**src/logic/spi_host_pkg.sv**
```systemverilog
`default_nettype none
package spi_host_pkg;
  localparam int          CLK_HZ         = 10_000_000;
  localparam int          GAP_NS         = 50_000;
  localparam int          GAP_CYC        = (GAP_NS * (CLK_HZ / 1_000_000) + 999) / 1000;
  localparam int          SCK_HALF_CYC   = 4;
  localparam logic [7:0]  CMD_READ_REG   = 8'h01;
  localparam logic [7:0]  CMD_WRITE_REG  = 8'h02;
  localparam logic [7:0]  CMD_WRITE_NV   = 8'h03;
  localparam logic [7:0]  CMD_RESTORE    = 8'h04;
  localparam logic [7:0]  CMD_RESET      = 8'h06;
  localparam logic [15:0] CRC_INIT       = 16'h0000;
  localparam logic [7:0]  XOR_INIT       = 8'h00;
  localparam logic [1:0]  CHK_XOR        = 2'h0;
  localparam logic [1:0]  CHK_CRC        = 2'h1;
  localparam logic [1:0]  CHK_OFF        = 2'h2;
  localparam int          HDR_ERR_BYTE   = 3;
  localparam int          HDR_ECHO_BYTE  = 1;
endpackage
`default_nettype wire

```
**src/logic/spi_cmd_host.sv**
```systemverilog
// Summary of operation
// - Checksum is XOR of bytes between start character and asterisk.
// - Stronger option uses a 16-bit CCITT CRC instead of XOR.
// - CRC starts at zero; swap, xor byte, shift-xor steps per byte.
// - CRC goes into the message as four hex characters.
// - Select driven low starts each command transaction.
// - Select and clock are both active low.
// - First byte is command id; length depends on command.
// - Bytes MSB first; multibyte values little-endian.
// - Pad bytes align 16-bit and 32-bit fields.
// - To collect a response, clock enough bytes while sending zeros.
// - At least 50 us between transactions.
// - Read request: code, register id, zero fill bytes.
// - Command ids: 01 read, 02 write, 03 save, 04 restore, 06 reset.
// - Text frame: start, name, comma, params, asterisk, check, newline.
`timescale 1ns/1ns
`default_nettype none
module spi_cmd_host #(
  parameter int MAX_BYTES = 16,
  parameter int GAP_CYCLES = spi_host_pkg::GAP_CYC
) (
  input  wire logic                      core_clk,     // System clock
  input  wire logic                      rst_n,        // Async reset, low
  input  wire logic                      start,        // Pulse: begin transaction
  input  wire logic                      abort,        // Pulse: release select early
  input  wire logic [4:0]                nbytes,       // Bytes to clock, 1..MAX_BYTES
  input  wire logic [8*MAX_BYTES-1:0]    tx_bytes,     // Byte i at [8i+:8]
  input  wire logic [1:0]                chk_mode,     // Text check selection
  input  wire logic                      chk_clr,      // Pulse: restart check
  input  wire logic                      chk_valid,    // Pulse: text byte present
  input  wire logic [7:0]                chk_byte,     // Text byte
  input  wire logic                      miso,         // Device data out
  output logic                           ss_n,         // Select, active low
  output logic                           sck_n,        // Clock, idles high
  output logic                           mosi,         // Host data out
  output logic                           busy,         // Transaction or gap running
  output logic                           done,         // Pulse: transfer complete
  output logic [8*MAX_BYTES-1:0]         rx_bytes,     // Received bytes
  output logic [7:0]                     resp_cmd,     // Echoed command byte
  output logic [7:0]                     resp_err,     // Error code byte
  output logic [15:0]                    chk_value     // Running check value
);
  import spi_host_pkg::*;

  typedef enum logic [3:0] {
    ST_IDLE = 4'b0001,
    ST_LOW  = 4'b0010,
    ST_HIGH = 4'b0100,
    ST_GAP  = 4'b1000
  } state_e;

  function automatic logic [15:0] crc_step(input logic [15:0] c_in, input logic [7:0] b);
    logic [15:0] c;
    c = {c_in[7:0], c_in[15:8]};
    c = c ^ {8'h00, b};
    c = c ^ {12'h000, c[7:4]};
    c = c ^ (c << 12);
    c = c ^ {3'h0, c[7:0], 5'h00};
    return c;
  endfunction

  state_e                 st_r;
  state_e                 st_nxt;
  logic                   ss_n_nxt;
  logic                   sck_n_nxt;
  logic                   mosi_nxt;
  logic                   busy_nxt;
  logic                   done_nxt;
  logic [2:0]             div_r;
  logic [2:0]             bit_r;
  logic [2:0]             bit_nxt;
  logic [4:0]             byte_r;
  logic [4:0]             byte_nxt;
  logic [7:0]             sh_r;
  logic [7:0]             sh_nxt;
  logic [15:0]            gap_r;
  logic [15:0]            gap_nxt;
  logic [8*MAX_BYTES-1:0] txb_r;
  logic [8*MAX_BYTES-1:0] txb_nxt;
  logic [4:0]             nb_r;
  logic [4:0]             nb_nxt;
  logic [8*MAX_BYTES-1:0] rx_nxt;
  logic [7:0]             resp_cmd_nxt;
  logic [7:0]             resp_err_nxt;
  logic                   miso_m_r;
  logic                   miso_s_r;

  wire tick      = (div_r == 3'(SCK_HALF_CYC - 1));
  wire last_bit  = (bit_r == 3'h0);
  wire last_byte = (byte_r == nb_r - 5'h01);
  wire [7:0] cur_tx  = txb_r[8*byte_r +: 8];
  wire [7:0] rx_full = {sh_r[6:0], miso_s_r};
  wire [15:0] crc_nxt = crc_step(chk_value, chk_byte);
  wire [4:0] nb_clip = (nbytes == 5'h00) ? 5'h01 :
                       (nbytes > 5'(MAX_BYTES)) ? 5'(MAX_BYTES) : nbytes;
  wire [2:0] bit_dec    = bit_r - 3'h1;
  wire [4:0] byte_inc   = byte_r + 5'h01;
  wire       in_frame   = (st_r == ST_LOW) || (st_r == ST_HIGH);
  wire       bad_state  = !in_frame && (st_r != ST_IDLE) && (st_r != ST_GAP);
  wire       take_start = (st_r == ST_IDLE) && start;
  wire       cut_frame  = in_frame && abort;
  wire       fall_now   = (st_r == ST_LOW) && tick && !abort;
  wire       rise_now   = (st_r == ST_HIGH) && tick && !abort;
  wire       byte_end   = rise_now && last_bit;
  wire       frame_end  = byte_end && last_byte;
  wire       next_byte  = byte_end && !last_byte;
  wire       gap_over   = (st_r == ST_GAP) && (gap_r <= 16'h0001);
  wire       gap_load   = cut_frame || frame_end;

  always_ff @(posedge core_clk or negedge rst_n) begin
    if (!rst_n) begin
      miso_m_r <= 1'b0;
      miso_s_r <= 1'b0;
    end else begin
      miso_m_r <= miso;
      miso_s_r <= miso_m_r;
    end
  end

  // Clock divider runs only inside a frame so edges stay aligned to select
  always_ff @(posedge core_clk or negedge rst_n) begin
    if (!rst_n)
      div_r <= 3'h0;
    else if (st_r == ST_LOW || st_r == ST_HIGH)
      div_r <= tick ? 3'h0 : div_r + 3'h1;
    else
      div_r <= 3'h0;
  end

  // Abort wins over the clock divider in either clock phase
  always_comb begin
    case (st_r)
      ST_IDLE: st_nxt = start ? ST_LOW : ST_IDLE;
      ST_LOW:  st_nxt = abort ? ST_GAP : (tick ? ST_HIGH : ST_LOW);
      ST_HIGH: st_nxt = abort ? ST_GAP : (!tick ? ST_HIGH : (frame_end ? ST_GAP : ST_LOW));
      ST_GAP:  st_nxt = gap_over ? ST_IDLE : ST_GAP;
      default: st_nxt = ST_IDLE;
    endcase
  end

  // Select falls on start, rises on completion or abort
  assign ss_n_nxt  = take_start ? 1'b0 :
                     (gap_load || bad_state) ? 1'b1 : ss_n;
  // Sampling on the rising (trailing) edge of the active-low clock
  assign sck_n_nxt = cut_frame ? 1'b1 :
                     fall_now ? 1'b0 :
                     rise_now ? 1'b1 : sck_n;
  assign mosi_nxt  = take_start ? tx_bytes[7] :
                     (rise_now && !last_bit) ? cur_tx[bit_dec] :
                     next_byte ? txb_r[8*byte_inc + 7] :
                     (st_r == ST_GAP) ? 1'b0 : mosi;
  assign busy_nxt  = take_start ? 1'b1 :
                     (gap_over || bad_state) ? 1'b0 : busy;
  assign done_nxt  = frame_end;
  assign bit_nxt   = (take_start || next_byte) ? 3'h7 :
                     (rise_now && !last_bit) ? bit_dec : bit_r;
  assign byte_nxt  = take_start ? 5'h00 :
                     next_byte ? byte_inc : byte_r;
  assign sh_nxt    = rise_now ? rx_full : sh_r;
  assign gap_nxt   = gap_load ? 16'(GAP_CYCLES) :
                     ((st_r == ST_GAP) && !gap_over) ? gap_r - 16'h0001 : gap_r;
  assign txb_nxt   = take_start ? tx_bytes : txb_r;
  assign nb_nxt    = take_start ? nb_clip : nb_r;
  assign resp_cmd_nxt = (byte_end && byte_r == 5'(HDR_ECHO_BYTE)) ? rx_full : resp_cmd;
  assign resp_err_nxt = (byte_end && byte_r == 5'(HDR_ERR_BYTE)) ? rx_full : resp_err;

  // Only whole bytes land; a cut frame leaves earlier bytes in place
  always_comb begin
    rx_nxt = rx_bytes;
    if (byte_end)
      rx_nxt[8*byte_r +: 8] = rx_full;
  end

  always_ff @(posedge core_clk or negedge rst_n) begin
    if (!rst_n)
      st_r <= ST_IDLE;
    else
      st_r <= st_nxt;
  end

  always_ff @(posedge core_clk or negedge rst_n) begin
    if (!rst_n)
      ss_n <= 1'b1;
    else
      ss_n <= ss_n_nxt;
  end

  always_ff @(posedge core_clk or negedge rst_n) begin
    if (!rst_n)
      sck_n <= 1'b1;
    else
      sck_n <= sck_n_nxt;
  end

  always_ff @(posedge core_clk or negedge rst_n) begin
    if (!rst_n)
      mosi <= 1'b0;
    else
      mosi <= mosi_nxt;
  end

  always_ff @(posedge core_clk or negedge rst_n) begin
    if (!rst_n)
      busy <= 1'b0;
    else
      busy <= busy_nxt;
  end

  always_ff @(posedge core_clk or negedge rst_n) begin
    if (!rst_n)
      done <= 1'b0;
    else
      done <= done_nxt;
  end

  always_ff @(posedge core_clk or negedge rst_n) begin
    if (!rst_n)
      bit_r <= 3'h7;
    else
      bit_r <= bit_nxt;
  end

  always_ff @(posedge core_clk or negedge rst_n) begin
    if (!rst_n)
      byte_r <= 5'h00;
    else
      byte_r <= byte_nxt;
  end

  always_ff @(posedge core_clk or negedge rst_n) begin
    if (!rst_n)
      sh_r <= 8'h00;
    else
      sh_r <= sh_nxt;
  end

  always_ff @(posedge core_clk or negedge rst_n) begin
    if (!rst_n)
      gap_r <= 16'h0000;
    else
      gap_r <= gap_nxt;
  end

  always_ff @(posedge core_clk or negedge rst_n) begin
    if (!rst_n)
      txb_r <= '0;
    else
      txb_r <= txb_nxt;
  end

  always_ff @(posedge core_clk or negedge rst_n) begin
    if (!rst_n)
      nb_r <= 5'h01;
    else
      nb_r <= nb_nxt;
  end

  always_ff @(posedge core_clk or negedge rst_n) begin
    if (!rst_n)
      rx_bytes <= '0;
    else
      rx_bytes <= rx_nxt;
  end

  always_ff @(posedge core_clk or negedge rst_n) begin
    if (!rst_n)
      resp_cmd <= 8'h00;
    else
      resp_cmd <= resp_cmd_nxt;
  end

  always_ff @(posedge core_clk or negedge rst_n) begin
    if (!rst_n)
      resp_err <= 8'h00;
    else
      resp_err <= resp_err_nxt;
  end

  // Text-link integrity engine; caller feeds bytes between start char and asterisk
  always_ff @(posedge core_clk or negedge rst_n) begin
    if (!rst_n)
      chk_value <= CRC_INIT;
    else if (chk_clr)
      chk_value <= (chk_mode == CHK_CRC) ? CRC_INIT : {8'h00, XOR_INIT};
    else if (chk_valid) begin
      case (chk_mode)
        CHK_XOR: chk_value <= {8'h00, chk_value[7:0] ^ chk_byte};
        CHK_CRC: chk_value <= crc_nxt;
        default: chk_value <= 16'h0000;
      endcase
    end
  end
endmodule
`default_nettype wire

```
**config.mk**
```make
export PLATFORM = sky130hd
export DESIGN_NAME = spi_cmd_host
export DESIGN_NICKNAME = d
export VERILOG_FILES = /design/src/logic/spi_host_pkg.sv /design/src/logic/spi_cmd_host.sv
export SDC_FILE = /design/constraint.sdc
export NUM_CORES = 1
export LEC_CHECK = 0
export BUFFER_PORTS_ARGS = -buffer_cell sky130_fd_sc_hd__buf_2
export CORE_MARGIN = 1.5
export CORE_UTILIZATION = 45
export DETAILED_ROUTE_END_ITERATION = 16
export PLACE_DENSITY = 0.67
export SLEW_MARGIN = 20
export SYNTH_ARGS = -nofsm -noshare
export SYNTH_HDL_FRONTEND = slang
export SYNTH_SLANG_ARGS = --single-unit
```
**constraint.sdc**
```tcl
create_clock -name core_clk -period 4.1 [get_ports core_clk]
set_input_delay 0 -clock core_clk [delete_from_list [all_inputs] [get_ports core_clk]]
set_output_delay 0 -clock core_clk [all_outputs]
set_load 0.02 [all_outputs]
```
==> impl_metrics.env <==
export IMPL_status="complete, no violations"
export IMPL_clockBufferDepth=3
export IMPL_area_growth_pct=30.6
export IMPL_chipHeight_um=189
export IMPL_hp_class="primary input to register"
export IMPL_final_common_cell="nand2_1"
export IMPL_rsz0062_at_grt="no"
export IMPL_relSlewSlack_pct=32.3
export IMPL_grt_pass1_wl_mm=70.4
export IMPL_final_max_slew_viol_count=0
export IMPL_hold_viol=0
export IMPL_clock_power_share_pct=34.2
export IMPL_max_freq_ghz=0.291
export IMPL_synth_seq_cells=338
export IMPL_mostFrequentLayoutCells="509 x nand2_1, 329 x dfrtp_1, 313 x buf_2"
export IMPL_p_total_mw=10.3
export IMPL_grt_total_usage_pct=24.9
export IMPL_synth_cell_types=70
export IMPL_num_vias=12783
export IMPL_cts_setup_buffers=0
export IMPL_cts_buffers=38
export IMPL_async_reset_ff_share_pct=100
export IMPL_die_area_sq_mm=0.0358
export IMPL_drt_iter0_drc=754
export IMPL_cts_sinks=338
export IMPL_synth_area_sq_mm=0.0156
export IMPL_critPathKind="register to register"
export IMPL_crit_path_max_fanout=16
export IMPL_firstDrtPassIters=5
export IMPL_cts_htree_levels=2
export IMPL_powerDensity_mw_per_mm2=506
export IMPL_grt_remaining_overflow=0
export IMPL_nets=2101
export IMPL_synth_cells=1499
export IMPL_setup_viol=0
export IMPL_hpwl_mm=28.7
export IMPL_initial_utilization_pct=45.4
export IMPL_multiInputGateArea_sq_mm=0.00676
export IMPL_finalWirelength_mm=44.4
export IMPL_viasPerCell=5.27
export IMPL_syn_nets=1659
export IMPL_die_x_um=189
export IMPL_cp_arrival_ps=3800
export IMPL_p_sw_mw=3.14
export IMPL_antenna_found_initial=3
export IMPL_drc=0
export IMPL_cts_root_buffer_cell="clkbuf_16"
export IMPL_drive_gt1_share_pct=29.2
export IMPL_portBuffers=314
export IMPL_grt_pass1_vias=13070
export IMPL_final_core_util_pct=59.3
export IMPL_tightest_slew_ps=1010
export IMPL_dr_wl_met3_mm=2.90
export IMPL_timing_final_crit_share_pct=83.8
export IMPL_ys_seq_area_share_pct=54.2
export IMPL_rows=68
export IMPL_regArea_sq_mm=0.00847
export IMPL_wl_per_cell_um=18.3
export IMPL_worstSetupEndpointType="register"
export IMPL_top_layer="met5"
export IMPL_yosys_warnings=0
export IMPL_power_frac_seq_pct=43.9
export IMPL_ant_nets=0
export IMPL_fill_cells=2866
export IMPL_fin_crit_ps=3430
export IMPL_gp_congestion=0.837
export IMPL_io_pins=315
export IMPL_reg2reg_slack_ps=670
export IMPL_cp_start_kind="register"
export IMPL_switching_share_pct=30.4
export IMPL_required_ps=4470
export IMPL_synth_ff_type="dfrtp_1"
export IMPL_fin_worst_skew_ps=22.0
export IMPL_p_leak_nw=10.4
export IMPL_p_int_mw=7.18
export IMPL_avgSynthCellArea_sq_um=10.4
export IMPL_finalSetupTns_ps=0
export IMPL_vdd_drop_max_uv=317
export IMPL_clk_pin_slew_ps=60
export IMPL_wl_met2_mm=21.4
export IMPL_synth_edff_count=0
export IMPL_core_area_sq_mm=0.0344
export IMPL_wl_met1_mm=18.7
export IMPL_grt_start_max_net_pins=140
export IMPL_clock_latency_ps=520
export IMPL_max_cap_violations=0
export IMPL_pwr_share_comb_pct=21.9
export IMPL_cts_tree="built"
==> flip-flops by register name, summed over array words and instances (netlist names) <==
register	flops
bit_r	3
busy	1
byte_r	5
chk_value	16
div_r	3
done	1
gap_r	16
miso_m_r	1
miso_s_r	1
mosi	1
nb_r	5
resp_cmd	8
resp_err	8
rx_bytes	128
sck_n	1
sh_r	7
ss_n	1
st_r	4
txb_r	128
==> through the flow <==
step,area (sq um),setup slack [ps],hold slack [ps],std cells
after floorplan,15600,678,-296,1499
after global placement,17600,809,34.5,2206
after detailed placement,17600,709,47.2,2206
after CTS,20300,697,3.51,2419
after global routing,20400,342,67.3,2425
final,20400,666,28.3,2425
==> power groups by stage <==
stage,logic (mW),registers [mW],clock network (mW)
3_3_place_gp,2.04,4.53,0
4_1_cts,2.22,4.51,3.59
5_1_grt,2.54,4.61,3.73
6_report,2.25,4.53,3.53
3_5_place_dp,2.09,4.56,0
2_1_floorplan,1.50,4.44,0
==> final cells by class <==
type / count / area share [%]
well taps: 455 / 2.79
flip-flops and latches: 338 / 41.5
repair buffers: 476 / 15.7
multi-input cells: 1064 / 33.1
inverters: 23 / 0.423
clock inverters: 15 / 1.18
clock buffers: 52 / 5.17
diodes: 2 / 0.0245
==> path summary, 6_finish.rpt <==
path	from	to	cells past startpoint
worst max-delay path	byte_r[0]$_DFFE_PN0P_	rx_bytes[50]$_DFFE_PN0P_	9
worst min-delay path	chk_mode[1]	chk_value[13]$_DFFE_PN0P_	4
worst max register to register	byte_r[0]$_DFFE_PN0P_	rx_bytes[50]$_DFFE_PN0P_	9
worst min register to register	miso_m_r$_DFF_PN0_	miso_s_r$_DFF_PN0_	0
max in group asynchronous	rst_n	chk_value[13]$_DFFE_PN0P_	3
min in group asynchronous	rst_n	miso_s_r$_DFF_PN0_	2
==> layer usage <==
layer,up-vias,track usage (%)
met5,-,0
met4,2,8.52
met3,109,4.36
met2,510,41.7
met1,6242,32.6
li1,5920,-
==> what timing repair did <==
item | in CTS | in global routing
endpoints found under the hold margin | 231 | 5
hold buffers | 146 | 3
gates resized for setup | 0 | 0
==> Yosys cell counts (3+ instances only) <==
| master | number | share of area, % |
|---|---|---|
| nand2b_1 | 7 | 0.28 |
| dfrtp_1 | 331 | 53 |
| a21oi_1 | 17 | 0.54 |
| mux4_2 | 27 | 3.9 |
| nand3_1 | 10 | 0.32 |
| and2_1 | 27 | 1.1 |
| a211oi_1 | 4 | 0.19 |
| a311oi_1 | 3 | 0.17 |
| o31ai_1 | 12 | 0.58 |
| ha_1 | 10 | 0.80 |
| xnor2_1 | 42 | 2.4 |
| xor2_1 | 16 | 0.90 |
| a2111oi_2 | 4 | 0.38 |
| a22o_1 | 7 | 0.39 |
| buf_4 | 3 | 0.14 |
| nand4_1 | 5 | 0.20 |
| nand3b_1 | 3 | 0.14 |
| nand2_1 | 510 | 12 |
| nor2b_1 | 9 | 0.36 |
| mux2i_1 | 21 | 1.3 |
| o21ai_0 | 38 | 1.2 |
| nor2_1 | 63 | 1.5 |
| a31oi_1 | 6 | 0.24 |
| buf_1 | 3 | 0.072 |
| buf_2 | 14 | 0.45 |
| nand2_2 | 7 | 0.28 |
| nor3_1 | 20 | 0.64 |
| or4_1 | 5 | 0.24 |
| o22ai_1 | 3 | 0.12 |
| inv_1 | 22 | 0.53 |
| nor4_1 | 11 | 0.44 |
| a22oi_1 | 9 | 0.43 |
| dfstp_2 | 7 | 1.2 |
| nand2_4 | 6 | 0.43 |
| clkbuf_1 | 51 | 1.2 |
| or3_1 | 3 | 0.12 |
| mux2_2 | 123 | 8.9 |
==> logic make-up (layout without fill, tap and decap cells) <==
logic type,Yosys count,after routing,synth area share [%]
other,0,2,0
xor gates and xnor gates,58,58,3.25
AOI/OAI and AO/OA,119,119,5.35
DFF,338,338,54.2
buffers and inverters,97,566,2.68
adders and majority gates,10,10,0.801
muxes,173,173,14.3
and+or+nand+nor,704,704,19.4
==> critical path, cell delays in order, from the launching register on <==
cell and delay, ps:
dfrtp_4 500, inv_1 180, ha_1 390, inv_1 180, nor3_1 80, ha_1 320, a2111oi_2 750, nand3_1 560
nand2_1 220, o21ai_0 100
No activity file was read; power rests on OpenSTA's default activity.
